===== src/rsft_pkg.sv =====
package rsft_pkg;

	// ***************************************************************
	// sizes and timing
	// ***************************************************************
	localparam int unsigned NUM_RAILS     = 4;
	localparam int unsigned TMR_W         = 32;
	localparam int unsigned CLK_HZ        = 125_000_000;
	// delay per microfarad of timing capacitance, in ms (0.1 s / uF)
	localparam int unsigned MS_PER_UF     = 100;
	// supported delay span, in ms, and smallest capacitor, in nF
	localparam int unsigned DLY_MIN_MS    = 1;
	localparam int unsigned DLY_MAX_MS    = 220;
	localparam int unsigned CAP_MIN_NF    = 10;
	localparam int unsigned CYC_PER_MS    = CLK_HZ / 1000;
	localparam int unsigned DLY_MIN_CYC   = DLY_MIN_MS * CYC_PER_MS;
	localparam int unsigned DLY_MAX_CYC   = DLY_MAX_MS * CYC_PER_MS;
	// capacitor absent: a few microseconds
	localparam int unsigned NOCAP_US      = 3;
	localparam int unsigned NOCAP_CYC     = NOCAP_US * (CLK_HZ / 1_000_000);
	// fault hold time and request low qualify time (defaults, in us)
	localparam int unsigned HOLD_US       = 500;
	localparam int unsigned HOLD_CYC      = HOLD_US * (CLK_HZ / 1_000_000);
	localparam int unsigned QUAL_US       = 10;
	localparam int unsigned QUAL_CYC      = QUAL_US * (CLK_HZ / 1_000_000);

	// ***************************************************************
	// sequencer states
	// ***************************************************************
	typedef enum logic [3:0]
	{
		RSFT_FLT_ENTRY,
		RSFT_FLT_RELEASE,
		RSFT_LINE_WAIT,
		RSFT_IDLE,
		RSFT_UP_STEP,
		RSFT_UP_SETTLE,
		RSFT_RAILS_ON,
		RSFT_DN_STEP,
		RSFT_DN_LAST
	} rsft_state_t;

endpackage


===== src/rsft_seq.sv =====
`timescale 1ns/1ps
// Functional notes
// - watch rails, requests, error line in idle, up, on and down states
// - rail not up by settle end faults
// - settled rail dropping during power-up faults
// - enabled rail dropping during power-down faults
// - falling request edge faults in idle/up
// - rising request edge faults in down/on
// - fault: rails, finished, error line low
// - hold entry state for fault hold time
// - qualified low request skips release wait
// - error low held, extended while request high
// - release: request low frees error line
// - wait for error line high, then idle
// - combined variant has three step timers
// - first step timer before rail one, after
// - up step runs settle end to enable
// - down step spaces successive rail disables
// - one shared settle window timer
// - delay started by sequencer, programmed length
// - supported delays 1 ms to 220 ms
// - no capacitor gives microsecond delay
// - allow recovery time between timer uses (only flagged on timer_recovering; the sequencer does not wait)
// - start in error entry state
module rsft_seq
#(
	parameter bit                         COMBINED  = 1'b0,
	parameter logic [rsft_pkg::TMR_W-1:0] HOLD_CYC  =
		rsft_pkg::TMR_W'(rsft_pkg::HOLD_CYC),
	parameter logic [rsft_pkg::TMR_W-1:0] QUAL_CYC  =
		rsft_pkg::TMR_W'(rsft_pkg::QUAL_CYC),
	parameter logic [rsft_pkg::TMR_W-1:0] RECOV_CYC =
		rsft_pkg::TMR_W'(rsft_pkg::NOCAP_CYC)
)
(
	input  wire logic                         core_clk,
	input  wire logic                         rst_n,
	input  wire logic [3:0]                   rail_sense_inputs,
	input  wire logic                         req_rise_in,
	input  wire logic                         req_fall_in,
	input  wire logic                         err_line_in,
	input  wire logic [rsft_pkg::TMR_W-1:0]   step_dly_0,
	input  wire logic [rsft_pkg::TMR_W-1:0]   step_dly_1,
	input  wire logic [rsft_pkg::TMR_W-1:0]   step_dly_2,
	input  wire logic [rsft_pkg::TMR_W-1:0]   step_dly_3,
	input  wire logic [rsft_pkg::TMR_W-1:0]   settle_dly,
	output logic      [3:0]                   rail_enable_outputs,
	output logic                              chain_finished_output,
	output logic                              err_line_oe_n,
	output logic                              err_line_out,
	output logic      [3:0]                   fault_cause,
	output logic                              timer_recovering,
	output logic                              delay_out_of_range
);

	// ***************************************************************
	// input synchronisers and edge events
	// ***************************************************************
	localparam int unsigned NS = 7;

	logic [NS-1:0] raw_in;
	logic [NS-1:0] s_lvl;
	logic [NS-1:0] s_rise;
	logic [NS-1:0] s_fall;
	logic [NS-1:0] s_rst;

	assign raw_in = {err_line_in, req_fall_in, req_rise_in, rail_sense_inputs};
	// error line idles high, requests and rails idle low
	assign s_rst  = {1'b1, 1'b0, 1'b0, 4'h0};

	rsft_sync #(.W(NS)) u_sync
	(
		.core_clk (core_clk),
		.rst_n    (rst_n),
		.async_in (raw_in),
		.rst_val  (s_rst),
		.sync_out (s_lvl),
		.rise_out (s_rise),
		.fall_out (s_fall)
	);

	logic [3:0] rail_ok;
	logic       up_lvl;
	logic       up_rise;
	logic       dn_fall;
	logic       err_lvl;
	logic       err_fall;

	assign rail_ok  = s_lvl[3:0];
	// combined variant: the rising input carries both directions
	assign up_lvl   = s_lvl[4];
	assign up_rise  = s_rise[4];
	assign dn_fall  = COMBINED ? s_fall[4] : s_fall[5];
	assign err_lvl  = s_lvl[6];
	assign err_fall = s_fall[6];

	// ***************************************************************
	// state and step index
	// ***************************************************************
	rsft_pkg::rsft_state_t st_r;
	rsft_pkg::rsft_state_t st_nxt;
	logic [1:0]            idx_r;
	logic [1:0]            idx_nxt;
	logic [3:0]            en_r;
	logic [3:0]            en_nxt;
	logic                  drive_err_r;
	logic                  drive_err_nxt;
	logic                  err_self_r;

	// ***************************************************************
	// timers: one per step plus the shared settle window
	// ***************************************************************
	logic [rsft_pkg::TMR_W-1:0] step_lim [4];
	logic [3:0]                 step_run;
	logic [3:0]                 step_done;
	logic                       settle_run;
	logic                       settle_done;
	logic                       step_active;

	assign step_lim[0] = step_dly_0;
	assign step_lim[1] = step_dly_1;
	assign step_lim[2] = step_dly_2;
	assign step_lim[3] = step_dly_3;

	assign step_active = (st_r == rsft_pkg::RSFT_UP_STEP)
		|| (st_r == rsft_pkg::RSFT_DN_STEP)
		|| (st_r == rsft_pkg::RSFT_DN_LAST);

	// combined variant never runs the first step timer
	genvar gi;
	generate
		for (gi = 0; gi < 4; gi++)
		begin : g_step
			assign step_run[gi] = step_active && (idx_r == 2'(gi))
				&& !(COMBINED && gi == 0);
			rsft_timer u_tmr
			(
				.core_clk (core_clk),
				.rst_n    (rst_n),
				.run      (step_run[gi]),
				.limit    (step_lim[gi]),
				.done     (step_done[gi])
			);
		end
	endgenerate

	assign settle_run = (st_r == rsft_pkg::RSFT_UP_SETTLE);

	rsft_timer u_settle
	(
		.core_clk (core_clk),
		.rst_n    (rst_n),
		.run      (settle_run),
		.limit    (settle_dly),
		.done     (settle_done)
	);

	logic step_fin;
	assign step_fin = (COMBINED && idx_r == 2'd0) ? 1'b1 : step_done[idx_r];

	// ***************************************************************
	// fault hold and request-low qualify counters
	// ***************************************************************
	logic [rsft_pkg::TMR_W-1:0] hold_r;
	logic [rsft_pkg::TMR_W-1:0] qual_r;
	logic                       hold_done;
	logic                       req_qual;

	assign hold_done = (hold_r >= HOLD_CYC);
	assign req_qual  = (qual_r >= QUAL_CYC);

	// qualify counter runs while the rising request stays low
	always_ff @(posedge core_clk or negedge rst_n)
	begin
		if (!rst_n)
		begin
			hold_r <= '0;
			qual_r <= '0;
		end
		else
		begin
			hold_r <= (st_r != rsft_pkg::RSFT_FLT_ENTRY) ? '0 :
				(hold_done ? hold_r : hold_r + 1'b1);
			qual_r <= up_lvl ? '0 : (req_qual ? qual_r : qual_r + 1'b1);
		end
	end

	// ***************************************************************
	// fault detection
	// ***************************************************************
	logic [3:0] settled_r;
	logic       f_settle;
	logic       f_uv_up;
	logic       f_uv_dn;
	logic       f_edge;
	logic       f_ext;
	logic       in_up;
	logic       in_dn;
	logic       any_fault;

	assign in_up   = (st_r == rsft_pkg::RSFT_UP_STEP)
		|| (st_r == rsft_pkg::RSFT_UP_SETTLE);
	assign in_dn   = (st_r == rsft_pkg::RSFT_DN_STEP)
		|| (st_r == rsft_pkg::RSFT_DN_LAST);
	assign f_settle = settle_done && !rail_ok[idx_r];
	assign f_uv_up  = (in_up || st_r == rsft_pkg::RSFT_RAILS_ON)
		&& |(settled_r & ~rail_ok);
	assign f_uv_dn  = in_dn && |(en_r & ~rail_ok);
	assign f_edge   = (dn_fall && (in_up || st_r == rsft_pkg::RSFT_IDLE))
		|| (up_rise && (in_dn || st_r == rsft_pkg::RSFT_RAILS_ON));
	// own drive low is not mistaken for another party's fault
	assign f_ext    = err_fall && !err_self_r;
	assign any_fault = (f_settle || f_uv_up || f_uv_dn || f_edge || f_ext)
		&& (in_up || in_dn || st_r == rsft_pkg::RSFT_IDLE
		|| st_r == rsft_pkg::RSFT_RAILS_ON);

	// ***************************************************************
	// next-state logic
	// ***************************************************************
	always_comb
	begin
		st_nxt        = st_r;
		idx_nxt       = idx_r;
		en_nxt        = en_r;
		drive_err_nxt = drive_err_r;
		if (any_fault)
		begin
			st_nxt        = rsft_pkg::RSFT_FLT_ENTRY;
			en_nxt        = 4'h0;
			drive_err_nxt = 1'b1;
		end
		else
		begin
			case (st_r)
				rsft_pkg::RSFT_FLT_ENTRY:
				begin
					en_nxt        = 4'h0;
					drive_err_nxt = 1'b1;
					if (hold_done)
					begin
						if (req_qual)
						begin
							st_nxt        = rsft_pkg::RSFT_LINE_WAIT;
							drive_err_nxt = 1'b0;
						end
						else
							st_nxt = rsft_pkg::RSFT_FLT_RELEASE;
					end
				end
				rsft_pkg::RSFT_FLT_RELEASE:
				begin
					if (!up_lvl)
					begin
						st_nxt        = rsft_pkg::RSFT_LINE_WAIT;
						drive_err_nxt = 1'b0;
					end
				end
				rsft_pkg::RSFT_LINE_WAIT:
				begin
					if (err_lvl && !err_self_r)
						st_nxt = rsft_pkg::RSFT_IDLE;
				end
				rsft_pkg::RSFT_IDLE:
				begin
					if (up_rise)
					begin
						st_nxt  = rsft_pkg::RSFT_UP_STEP;
						idx_nxt = 2'd0;
					end
				end
				rsft_pkg::RSFT_UP_STEP:
				begin
					if (step_fin)
					begin
						en_nxt[idx_r] = 1'b1;
						st_nxt        = rsft_pkg::RSFT_UP_SETTLE;
					end
				end
				rsft_pkg::RSFT_UP_SETTLE:
				begin
					if (settle_done)
					begin
						if (idx_r == 2'd3)
							st_nxt = rsft_pkg::RSFT_RAILS_ON;
						else
						begin
							idx_nxt = idx_r + 2'd1;
							st_nxt  = rsft_pkg::RSFT_UP_STEP;
						end
					end
				end
				rsft_pkg::RSFT_RAILS_ON:
				begin
					if (dn_fall)
					begin
						en_nxt[3] = 1'b0;
						idx_nxt   = 2'd3;
						st_nxt    = rsft_pkg::RSFT_DN_STEP;
					end
				end
				rsft_pkg::RSFT_DN_STEP:
				begin
					if (step_fin)
					begin
						idx_nxt         = idx_r - 2'd1;
						en_nxt[idx_nxt] = 1'b0;
						if (idx_r == 2'd1)
							st_nxt = rsft_pkg::RSFT_DN_LAST;
					end
				end
				rsft_pkg::RSFT_DN_LAST:
				begin
					if (step_fin)
						st_nxt = rsft_pkg::RSFT_IDLE;
				end
				default:
					st_nxt = rsft_pkg::RSFT_FLT_ENTRY;
			endcase
		end
	end

	// ***************************************************************
	// state registers; reset lands in the fault entry state
	// ***************************************************************
	always_ff @(posedge core_clk or negedge rst_n)
	begin
		if (!rst_n)
		begin
			st_r        <= rsft_pkg::RSFT_FLT_ENTRY;
			idx_r       <= 2'd0;
			en_r        <= 4'h0;
			drive_err_r <= 1'b1;
			err_self_r  <= 1'b1;
		end
		else
		begin
			st_r        <= st_nxt;
			idx_r       <= idx_nxt;
			en_r        <= en_nxt;
			drive_err_r <= drive_err_nxt;
			// own drive echo lasts through the synchroniser delay
			err_self_r  <= drive_err_r || drive_err_nxt || !err_lvl
				&& err_self_r;
		end
	end

	// a rail counts as settled once its window passed while enabled
	always_ff @(posedge core_clk or negedge rst_n)
	begin
		if (!rst_n)
			settled_r <= 4'h0;
		else if (st_nxt == rsft_pkg::RSFT_FLT_ENTRY
			|| st_nxt == rsft_pkg::RSFT_IDLE)
			settled_r <= 4'h0;
		else if (settle_done)
			settled_r <= settled_r | (4'h1 << idx_r);
		else
			settled_r <= settled_r & en_nxt;
	end

	// ***************************************************************
	// outputs and diagnostics, all registered
	// ***************************************************************
	logic [rsft_pkg::TMR_W-1:0] since_r;
	logic                       range_bad;

	// delays outside the supported span, zero meaning no capacitor
	function automatic logic dly_bad(input logic [rsft_pkg::TMR_W-1:0] d);
		dly_bad = (d != '0) && (d < rsft_pkg::TMR_W'(rsft_pkg::DLY_MIN_CYC)
			|| d > rsft_pkg::TMR_W'(rsft_pkg::DLY_MAX_CYC));
	endfunction

	assign range_bad = dly_bad(step_dly_1) || dly_bad(step_dly_2)
		|| dly_bad(step_dly_3) || dly_bad(settle_dly)
		|| (!COMBINED && dly_bad(step_dly_0));

	always_ff @(posedge core_clk or negedge rst_n)
	begin
		if (!rst_n)
		begin
			rail_enable_outputs   <= 4'h0;
			chain_finished_output <= 1'b0;
			err_line_oe_n         <= 1'b0;
			err_line_out          <= 1'b0;
			fault_cause           <= 4'h0;
			since_r               <= '0;
			timer_recovering      <= 1'b1;
			delay_out_of_range    <= 1'b0;
		end
		else
		begin
			rail_enable_outputs   <= en_nxt;
			chain_finished_output <= st_nxt inside {rsft_pkg::RSFT_RAILS_ON,
				rsft_pkg::RSFT_DN_STEP, rsft_pkg::RSFT_DN_LAST};
			err_line_oe_n         <= !drive_err_nxt;
			err_line_out          <= 1'b0;
			if (any_fault)
				fault_cause <= {f_ext, f_edge, f_uv_up | f_uv_dn, f_settle};
			// timers need idle time to be trusted again after use
			since_r <= (|step_run || settle_run) ? '0 :
				(since_r >= RECOV_CYC ? since_r : since_r + 1'b1);
			timer_recovering   <= (since_r < RECOV_CYC);
			delay_out_of_range <= range_bad;
		end
	end

endmodule


===== src/rsft_sync.sv =====
`timescale 1ns/1ps
// ***************************************************************
// two-stage synchroniser with one-event edge outputs
// ***************************************************************
module rsft_sync
#(
	parameter int unsigned W = 1
)
(
	input  wire logic         core_clk,
	input  wire logic         rst_n,
	input  wire logic [W-1:0] async_in,
	input  wire logic [W-1:0] rst_val,
	output logic      [W-1:0] sync_out,
	output logic      [W-1:0] rise_out,
	output logic      [W-1:0] fall_out
);

	logic [W-1:0] meta_r;
	logic [W-1:0] stab_r;
	logic [W-1:0] prev_r;
	logic         armed_r;

	// first stage feeds only the second
	always_ff @(posedge core_clk or negedge rst_n)
	begin
		if (!rst_n)
		begin
			meta_r <= '0;
			stab_r <= '0;
		end
		else
		begin
			meta_r <= async_in;
			stab_r <= meta_r;
		end
	end

	// history starts from the strap-free reset level, armed after one edge
	always_ff @(posedge core_clk or negedge rst_n)
	begin
		if (!rst_n)
		begin
			prev_r  <= '0;
			armed_r <= 1'b0;
		end
		else
		begin
			prev_r  <= armed_r ? stab_r : rst_val;
			armed_r <= 1'b1;
		end
	end

	// edges are taken on stable samples so each transition fires once
	assign sync_out = stab_r;
	assign rise_out = armed_r ? (stab_r & ~prev_r) : '0;
	assign fall_out = armed_r ? (~stab_r & prev_r) : '0;

endmodule


===== src/rsft_timer.sv =====
`timescale 1ns/1ps
// ***************************************************************
// programmable delay timer, stands in for one timing capacitor
// ***************************************************************
module rsft_timer
#(
	parameter int unsigned TW = rsft_pkg::TMR_W
)
(
	input  wire logic          core_clk,
	input  wire logic          rst_n,
	input  wire logic          run,
	input  wire logic [TW-1:0] limit,
	output logic               done
);

	logic [TW-1:0] cnt_r;
	logic [TW-1:0] cnt_nxt;
	logic          hit;

	// a zero limit behaves like a missing capacitor: minimal delay
	assign hit     = (limit == '0) ? (cnt_r >= TW'(rsft_pkg::NOCAP_CYC))
		: (cnt_r >= limit);
	assign cnt_nxt = hit ? cnt_r : cnt_r + TW'(1);

	// cleared whenever idle, so every use restarts from zero
	always_ff @(posedge core_clk or negedge rst_n)
	begin
		if (!rst_n)
			cnt_r <= '0;
		else
			cnt_r <= run ? cnt_nxt : '0;
	end

	assign done = run && hit;

endmodule

===== config.mk =====
export PLATFORM = sky130hd
export DESIGN_NAME = rsft_seq
export DESIGN_NICKNAME = d
export VERILOG_FILES = /design/src/rsft_pkg.sv /design/src/rsft_seq.sv /design/src/rsft_sync.sv /design/src/rsft_timer.sv
export SDC_FILE = /design/constraint.sdc
export NUM_CORES = 1
export LEC_CHECK = 0
export ABC_AREA = 1
export BUFFER_PORTS_ARGS = -buffer_cell sky130_fd_sc_hd__buf_2
export CAP_MARGIN = 40
export CORE_AREA = 2 2 272 274
export CTS_CLUSTER_SIZE = 14
export DETAILED_ROUTE_END_ITERATION = 8
export DIE_AREA = 0 0 274 276
export GPL_TIMING_DRIVEN = 0
export PLACE_DENSITY = 0.61
export SLEW_MARGIN = 15
export SYNTH_ARGS = -nofsm -noshare
export SYNTH_HDL_FRONTEND = slang
export SYNTH_HIERARCHICAL = 1
export SYNTH_SLANG_ARGS = --single-unit
export TNS_END_PERCENT = 20

===== constraint.sdc =====
create_clock -name core_clk -period 4.6 [get_ports core_clk]
set_input_delay 0.46 -clock core_clk [delete_from_list [all_inputs] [get_ports core_clk]]
set_output_delay 0.46 -clock core_clk [all_outputs]
set_load 0.05 [all_outputs]

Yosys cells after proc, flatten, opt, wreduce, memory -nomap -nowiden
Index checks and enable logic that the tools add are counted.
- $add $sub $neg: 10
- magnitude comparators: 28
- equal/unequal tests: 28
- shifts and indexed selects: 1
- muxes and demuxes: 65
- bitwise logic cells: 14
- reduce and logical (&&, ||, !) cells: 77
- operator list (operator ; number):
    2-to-1 mux 32 bit ; 16
    adder 32 x 1 -> 32 bit, second input constant ; 8
    greater-or-equal comparator 32 x 9 -> 1 bit, second input constant ; 6
    greater-or-equal comparator 32 bit ; 5
    > comparator 32 x 25 -> 1 bit, second input constant ; 5
    logical NOT 32 bit ; 5
    less-than comparator 32 x 17 -> 1 bit, second input constant ; 5
    nonzero test 32 bit ; 5
    2-to-1 mux 4 bit ; 16
    case mux 4 bit (9 select lines) ; 1
    greater-or-equal comparator 32 x 11 -> 1 bit, second input constant ; 1
    greater-or-equal comparator 32 x 16 -> 1 bit, second input constant ; 1
    less-than comparator 32 x 9 -> 1 bit, second input constant ; 1
    logical OR 1 bit ; 28
    logical AND 1 bit ; 25
    equality test 4 x 3 -> 1 bit, second input constant ; 6
    != test 2 bit, second input constant ; 10
    bitwise AND 4 bit ; 4
    2-to-1 mux 1 bit ; 14
    2-to-1 mux 2 bit ; 7
    2-to-1 mux 7 bit ; 2
    equality test 4 x 2 -> 1 bit, second input constant ; 3
    OR reduction 4 bit ; 3
    case mux 3 bit (3 select lines) ; 1
    other kinds (30) ; 45
- register bits after elaboration: 302
- input bits: 169
- output and inout port bits: 13

Depth between registers and ports, before layout
- depth in word-level cells: 13
- mapped depth: 29
- depth with buffers taken out: 28

Hierarchy
The synthesis kept the hierarchy.
- modules (own cells, without submodules) (module ; times used ; cells an instance ; area an instance (µm²)):
    rsft_timer (g_step[0].u_tmr ...) ; 4 ; 564 ; 3444.6
    rsft_seq ; 1 ; 1062 ; 7295.7
    rsft_timer (u_settle) ; 1 ; 555 ; 3413.3
    rsft_sync ; 1 ; 68 ; 730.7

Worst setup path after synthesis
No wires, ideal clock.
- path kind: reg-to-reg
- from: reg st_r[1]
- to: reg settled_r[3]
- setup time: 0.122 ns
- arrival time: 2.932 ns
- data required time: 4.478 ns
- setup slack: 1.546 ns
- stages on the path, launching flop included: 22
- buffers on the path: 1
- period minus slack after synthesis: 3.054 ns
- cells stage by stage: dfrtp_1 > nor2_2 > inv_2 > nor2_2 > inv_2 > nand2_4 > nand2_1 > inv_1 > clkinv_1 > a21oi_4 > nand2_4 > buf_6 > inv_1 > nand2_1 > nand3_1 > nand2_1 > o21ai_1 > nand3b_1 > o21ai_1 > nand3_1 > nand2_1 > nor2_1
- cells in the longest elaborated chain, start to end: 13
- RTL lines (what ; line ; RTL):
    start: declaration ; rsft_seq.sv:100 ; rsft_pkg::rsft_state_t st_r;
    start signal: assignment ; rsft_seq.sv:329 ; st_r <= rsft_pkg::RSFT_FLT_ENTRY;
    start signal: assignment ; rsft_seq.sv:337 ; st_r <= st_nxt;
    equality test 4 x 3 -> 1 bit, on equally long branches ; rsft_seq.sv:125, rsft_seq.sv:126 ;
    logical OR 1 bit ; rsft_seq.sv:126 ; || (st_r == rsft_pkg::RSFT_DN_STEP)
    logical OR 1 bit * ; rsft_seq.sv:127 ; || (st_r == rsft_pkg::RSFT_DN_LAST);
    logical AND 1 bit * ; rsft_seq.sv:134 ; assign step_run[gi] = step_active && (idx_r == 2'(gi))
    named net step_run[3] ; rsft_seq.sv:114 ; logic [3:0] step_run;
    logical AND 1 bit * ; rsft_timer.sv:35 ; assign done = run && hit;
    named net step_done[3] ; rsft_seq.sv:115 ; logic [3:0] step_done;
    binary-select mux 1 bit (select 2 bit) * ; rsft_seq.sv:159 ; assign step_fin = (COMBINED && idx_r == 2'd0) ? 1'b1 : step_done[idx_r];
    2-to-1 mux 1 bit (implied by the code) * ; rsft_seq.sv:159 ;
    2-to-1 mux 4 bit, on equally long branches ; rsft_seq.sv:313, rsft_seq.sv:273, rsft_seq.sv:303 ;
    case mux 4 bit (9 select lines) / case mux 1 bit (4 select lines) (equally long branches) ; rsft_seq.sv:234 ; case (st_r)
    2-to-1 mux 4 bit ; rsft_seq.sv:226 ; if (any_fault)
    equality test 4 x 2 -> 1 bit (tied with other cells) ; rsft_seq.sv:353 ; || st_nxt == rsft_pkg::RSFT_IDLE)
    logical OR 1 bit / 2-to-1 mux 4 bit (equally long branches) ; rsft_seq.sv:353, rsft_seq.sv:355 ;
    2-to-1 mux 4 bit * ; rsft_seq.sv:352 ; else if (st_nxt == rsft_pkg::RSFT_FLT_ENTRY
    end signal: assignment ; rsft_seq.sv:356 ; settled_r <= settled_r | (4'h1 << idx_r);
    end signal: assignment ; rsft_seq.sv:358 ; settled_r <= settled_r & en_nxt;
    end: declaration ; rsft_seq.sv:191 ; logic [3:0] settled_r;
The timed path passes the listed nets; every way through them passes the cells marked *. The select of a mux whose other input is x is not followed.
A chain may end at the register's enable or synchronous reset.

Final worst setup path
- from: reg st_r[1]
- to: reg settled_r[0]
- cells in the longest elaborated chain, start to end: 13
- RTL lines (what ; line):
    equality test 4 x 3 -> 1 bit, on equally long branches ; rsft_seq.sv:125, rsft_seq.sv:126
    logical OR 1 bit ; rsft_seq.sv:126
    logical OR 1 bit * ; rsft_seq.sv:127
    logical AND 1 bit * ; rsft_seq.sv:134
    named net step_run[3] ; rsft_seq.sv:114
    logical AND 1 bit * ; rsft_timer.sv:35
    named net step_done[3] ; rsft_seq.sv:115
    binary-select mux 1 bit (select 2 bit) * ; rsft_seq.sv:159
    2-to-1 mux 1 bit (implied by the code) * ; rsft_seq.sv:159
    2-to-1 mux 4 bit, on equally long branches ; rsft_seq.sv:313, rsft_seq.sv:273, rsft_seq.sv:303
    case mux 4 bit (9 select lines) / case mux 3 bit (3 select lines) (equally long branches) ; rsft_seq.sv:234
    2-to-1 mux 4 bit ; rsft_seq.sv:226
    equality test 4 x 2 -> 1 bit (tied with other cells) ; rsft_seq.sv:353
    logical OR 1 bit / 2-to-1 mux 4 bit (equally long branches) ; rsft_seq.sv:353, rsft_seq.sv:355
    2-to-1 mux 4 bit * ; rsft_seq.sv:352
Marks and branches as above.

==> flow_summary.json <==
{
  "initial_core_util_pct": 34.5,
  "crit_type": "register to register",
  "dp_hpwl_mm": 61.1,
  "area_growth_syn_to_layout_pct": 14.2,
  "end_kind": "register",
  "layout_commonest_cell": "nand2_1",
  "fp.dieH_um": 276,
  "die_w_um": 274,
  "fillers": 7915,
  "fmax_mhz": 236,
  "fin_crit_ns": 4.24,
  "core.rowCount": 99,
  "dieArea_um2": 75600,
  "first_pass_iters": 7,
  "grt_max_degree": 98,
  "critPathLaunchType": "register",
  "cp_max_fo": 10,
  "slew_headroom_pct": 33.9,
  "fin_skew_ns": 0.0116,
  "cts_root_buf": "clkbuf_16",
  "p_per_area_nw_per_um2": 258,
  "avgSynthCellArea_um2": 6.40,
  "path_clk_slew_ns": 0.06,
  "coreArea_um2": 72600,
  "drt_iter0_drc": 1808,
  "viasPerCell": 4.88,
  "cts_tree": "yes",
  "r2r_setup_slack_ns": 0.36,
  "place_congestion": 0.965,
  "setup_viol": 0,
  "cts_sinks": 298,
  "outcome": "finished, final reports clean",
  "cts_buffers": 38,
  "worstSetupEndpoint": "settled_r[0]",
  "pin_count": 182,
  "placement.io_buffers": 180,
  "syn_area_um2": 25000,
  "grtUsageTotal_pct": 20.2,
  "via_count": 25056,
  "drt-total-wl_mm": 76.6,
  "r2r_end": "settled_r[0]",
  "synth_warnings": 6,
  "critical_path_required_ns": 5.05,
  "clockBufferDepth": 3,
  "drive_gt1_share_pct": 11.0,
  "rr_startpoint": "st_r[1]",
  "maxSlewViolCount": 0,
  "leakage_nw": 14.7,
  "reg2regPathDepth": 21,
  "grt_pass1_vias": 23540,
  "routedWlPerCell_um": 14.9,
  "tightest_slew_ns": 0.982,
  "cts_max_level": 2,
  "ant_nets": 0,
  "placed_area_um2": 27200,
  "drcViolationCount": 0,
  "rsz0062_at_grt": "false",
  "fin_setup_tns_ns": 0,
  "hold_path_class": "primary input to register",
  "place_inst": 5053,
  "nNetsFinal": 4485,
  "insertion_delay_ns": 0.57,
  "hold_viol": 0,
  "cp-startpoint": "st_r[1]",
  "arrival_ns": 4.69,
  "ir_drop_mv": 0.223,
  "final_cells": 5133,
  "final_area_um2": 28600,
  "most-common-layout-cells": "nand2_1, nor2_1, inv_1",
  "grt_pass1_wl_mm": 124,
  "antenna_found_initial": 8,
  "finalCritPeriodShare_pct": 92.1,
  "synthCells": 3909,
  "drv_cap": 0,
  "gr-total-overflow": 0
}
-- per-stage QoR --
step	hold WS (ns)	util [%]	power [W]	setup WS, ns
after floorplan	0.164	-	0.00380	1.55
after global placement	0.337	37.4	0.00434	-2.99
after detailed placement	0.336	37.5	0.00436	0.332
after CTS	0.320	39.3	0.00748	0.291
after global routing	0.355	39.4	0.00776	0.0221
final	0.343	39.4	0.00738	0.364
-- sequential cells by signal, summed over array words and instances (netlist names), 7 cells and up --
name                flops
qual_r                 32
g_step.u_tmr/cnt_r    128
hold_r                 32
since_r                32
u_sync/sync_out         7
u_settle/cnt_r         32
u_sync/meta_r           7
-- worst min path at each step --
| stage | depth (start not counted) | start | end |
|---|---|---|---|
| 3_5_place_dp | 0 | u_sync/meta_r[6] | u_sync/sync_out[6] |
| 3_3_place_gp | 0 | u_sync/meta_r[6] | u_sync/sync_out[6] |
| 5_1_grt | 0 | u_sync/meta_r[6] | u_sync/sync_out[6] |
| 2_1_floorplan | 0 | rst_n | chain_finished_output |
| 6_report | 5 | step_dly_2[9] | delay_out_of_range |
| 4_1_cts | 5 | step_dly_2[30] | delay_out_of_range |
-- per-layer routing --
layer | vias up | GRT usage (%) | wire length [µm]
li1 | 12924 | - | -
met1 | 11429 | 28.2 | 36100
met2 | 588 | 32.4 | 34600
met3 | 115 | 2.10 | 3490
met4 | 0 | 6.77 | 2380
met5 | - | 0 | 0
-- where the power goes --
| group | internal (W) | switching (W) | total, W |
|---|---|---|---|
| sequential | 0.00272 | 0.0000786 | 0.00280 |
| combinational | 0.000440 | 0.00107 | 0.00151 |
| clock | 0.00186 | 0.00120 | 0.00306 |
-- final cells by class --
class	count	area, µm²	area share, %
multi-input combinational	2932	14800	51.7
clock buffer	56	1090	3.81
antenna	6	15.0	0.0525
clock inverter	10	171	0.600
timing repair buffer	191	1070	3.76
buffer	75	509	1.78
tap	959	1200	4.20
inverter	606	2290	8.00
sequential	298	7460	26.1
-- repair_timing --
item,in CTS,in global routing
hold buffers,8,0
hold endpoints to repair,83,0
endpoints found under the setup margin,0,4
buffers inserted,0,0
resized for setup,0,1
-- critical path, stage by stage (launching register included) --
cell	delay, ns
dfrtp_1	0.44
nor2_2	0.24
inv_2	0.08
nor2_2	0.23
inv_2	0.10
nand2_4	0.10
nand2_1	0.05
inv_1	0.35
clkinvlp_4	0.38
a21oi_4	0.35
nand2_4	0.15
buf_6	0.17
inv_1	0.11
nand2_1	0.07
nand3_1	0.09
nand2_1	0.18
o21ai_1	0.28
nand3b_1	0.16
o21ai_1	0.25
nand3_1	0.10
nand2_1	0.16
nor2_1	0.06
Note: power is estimated with default switching activity, not from simulation.
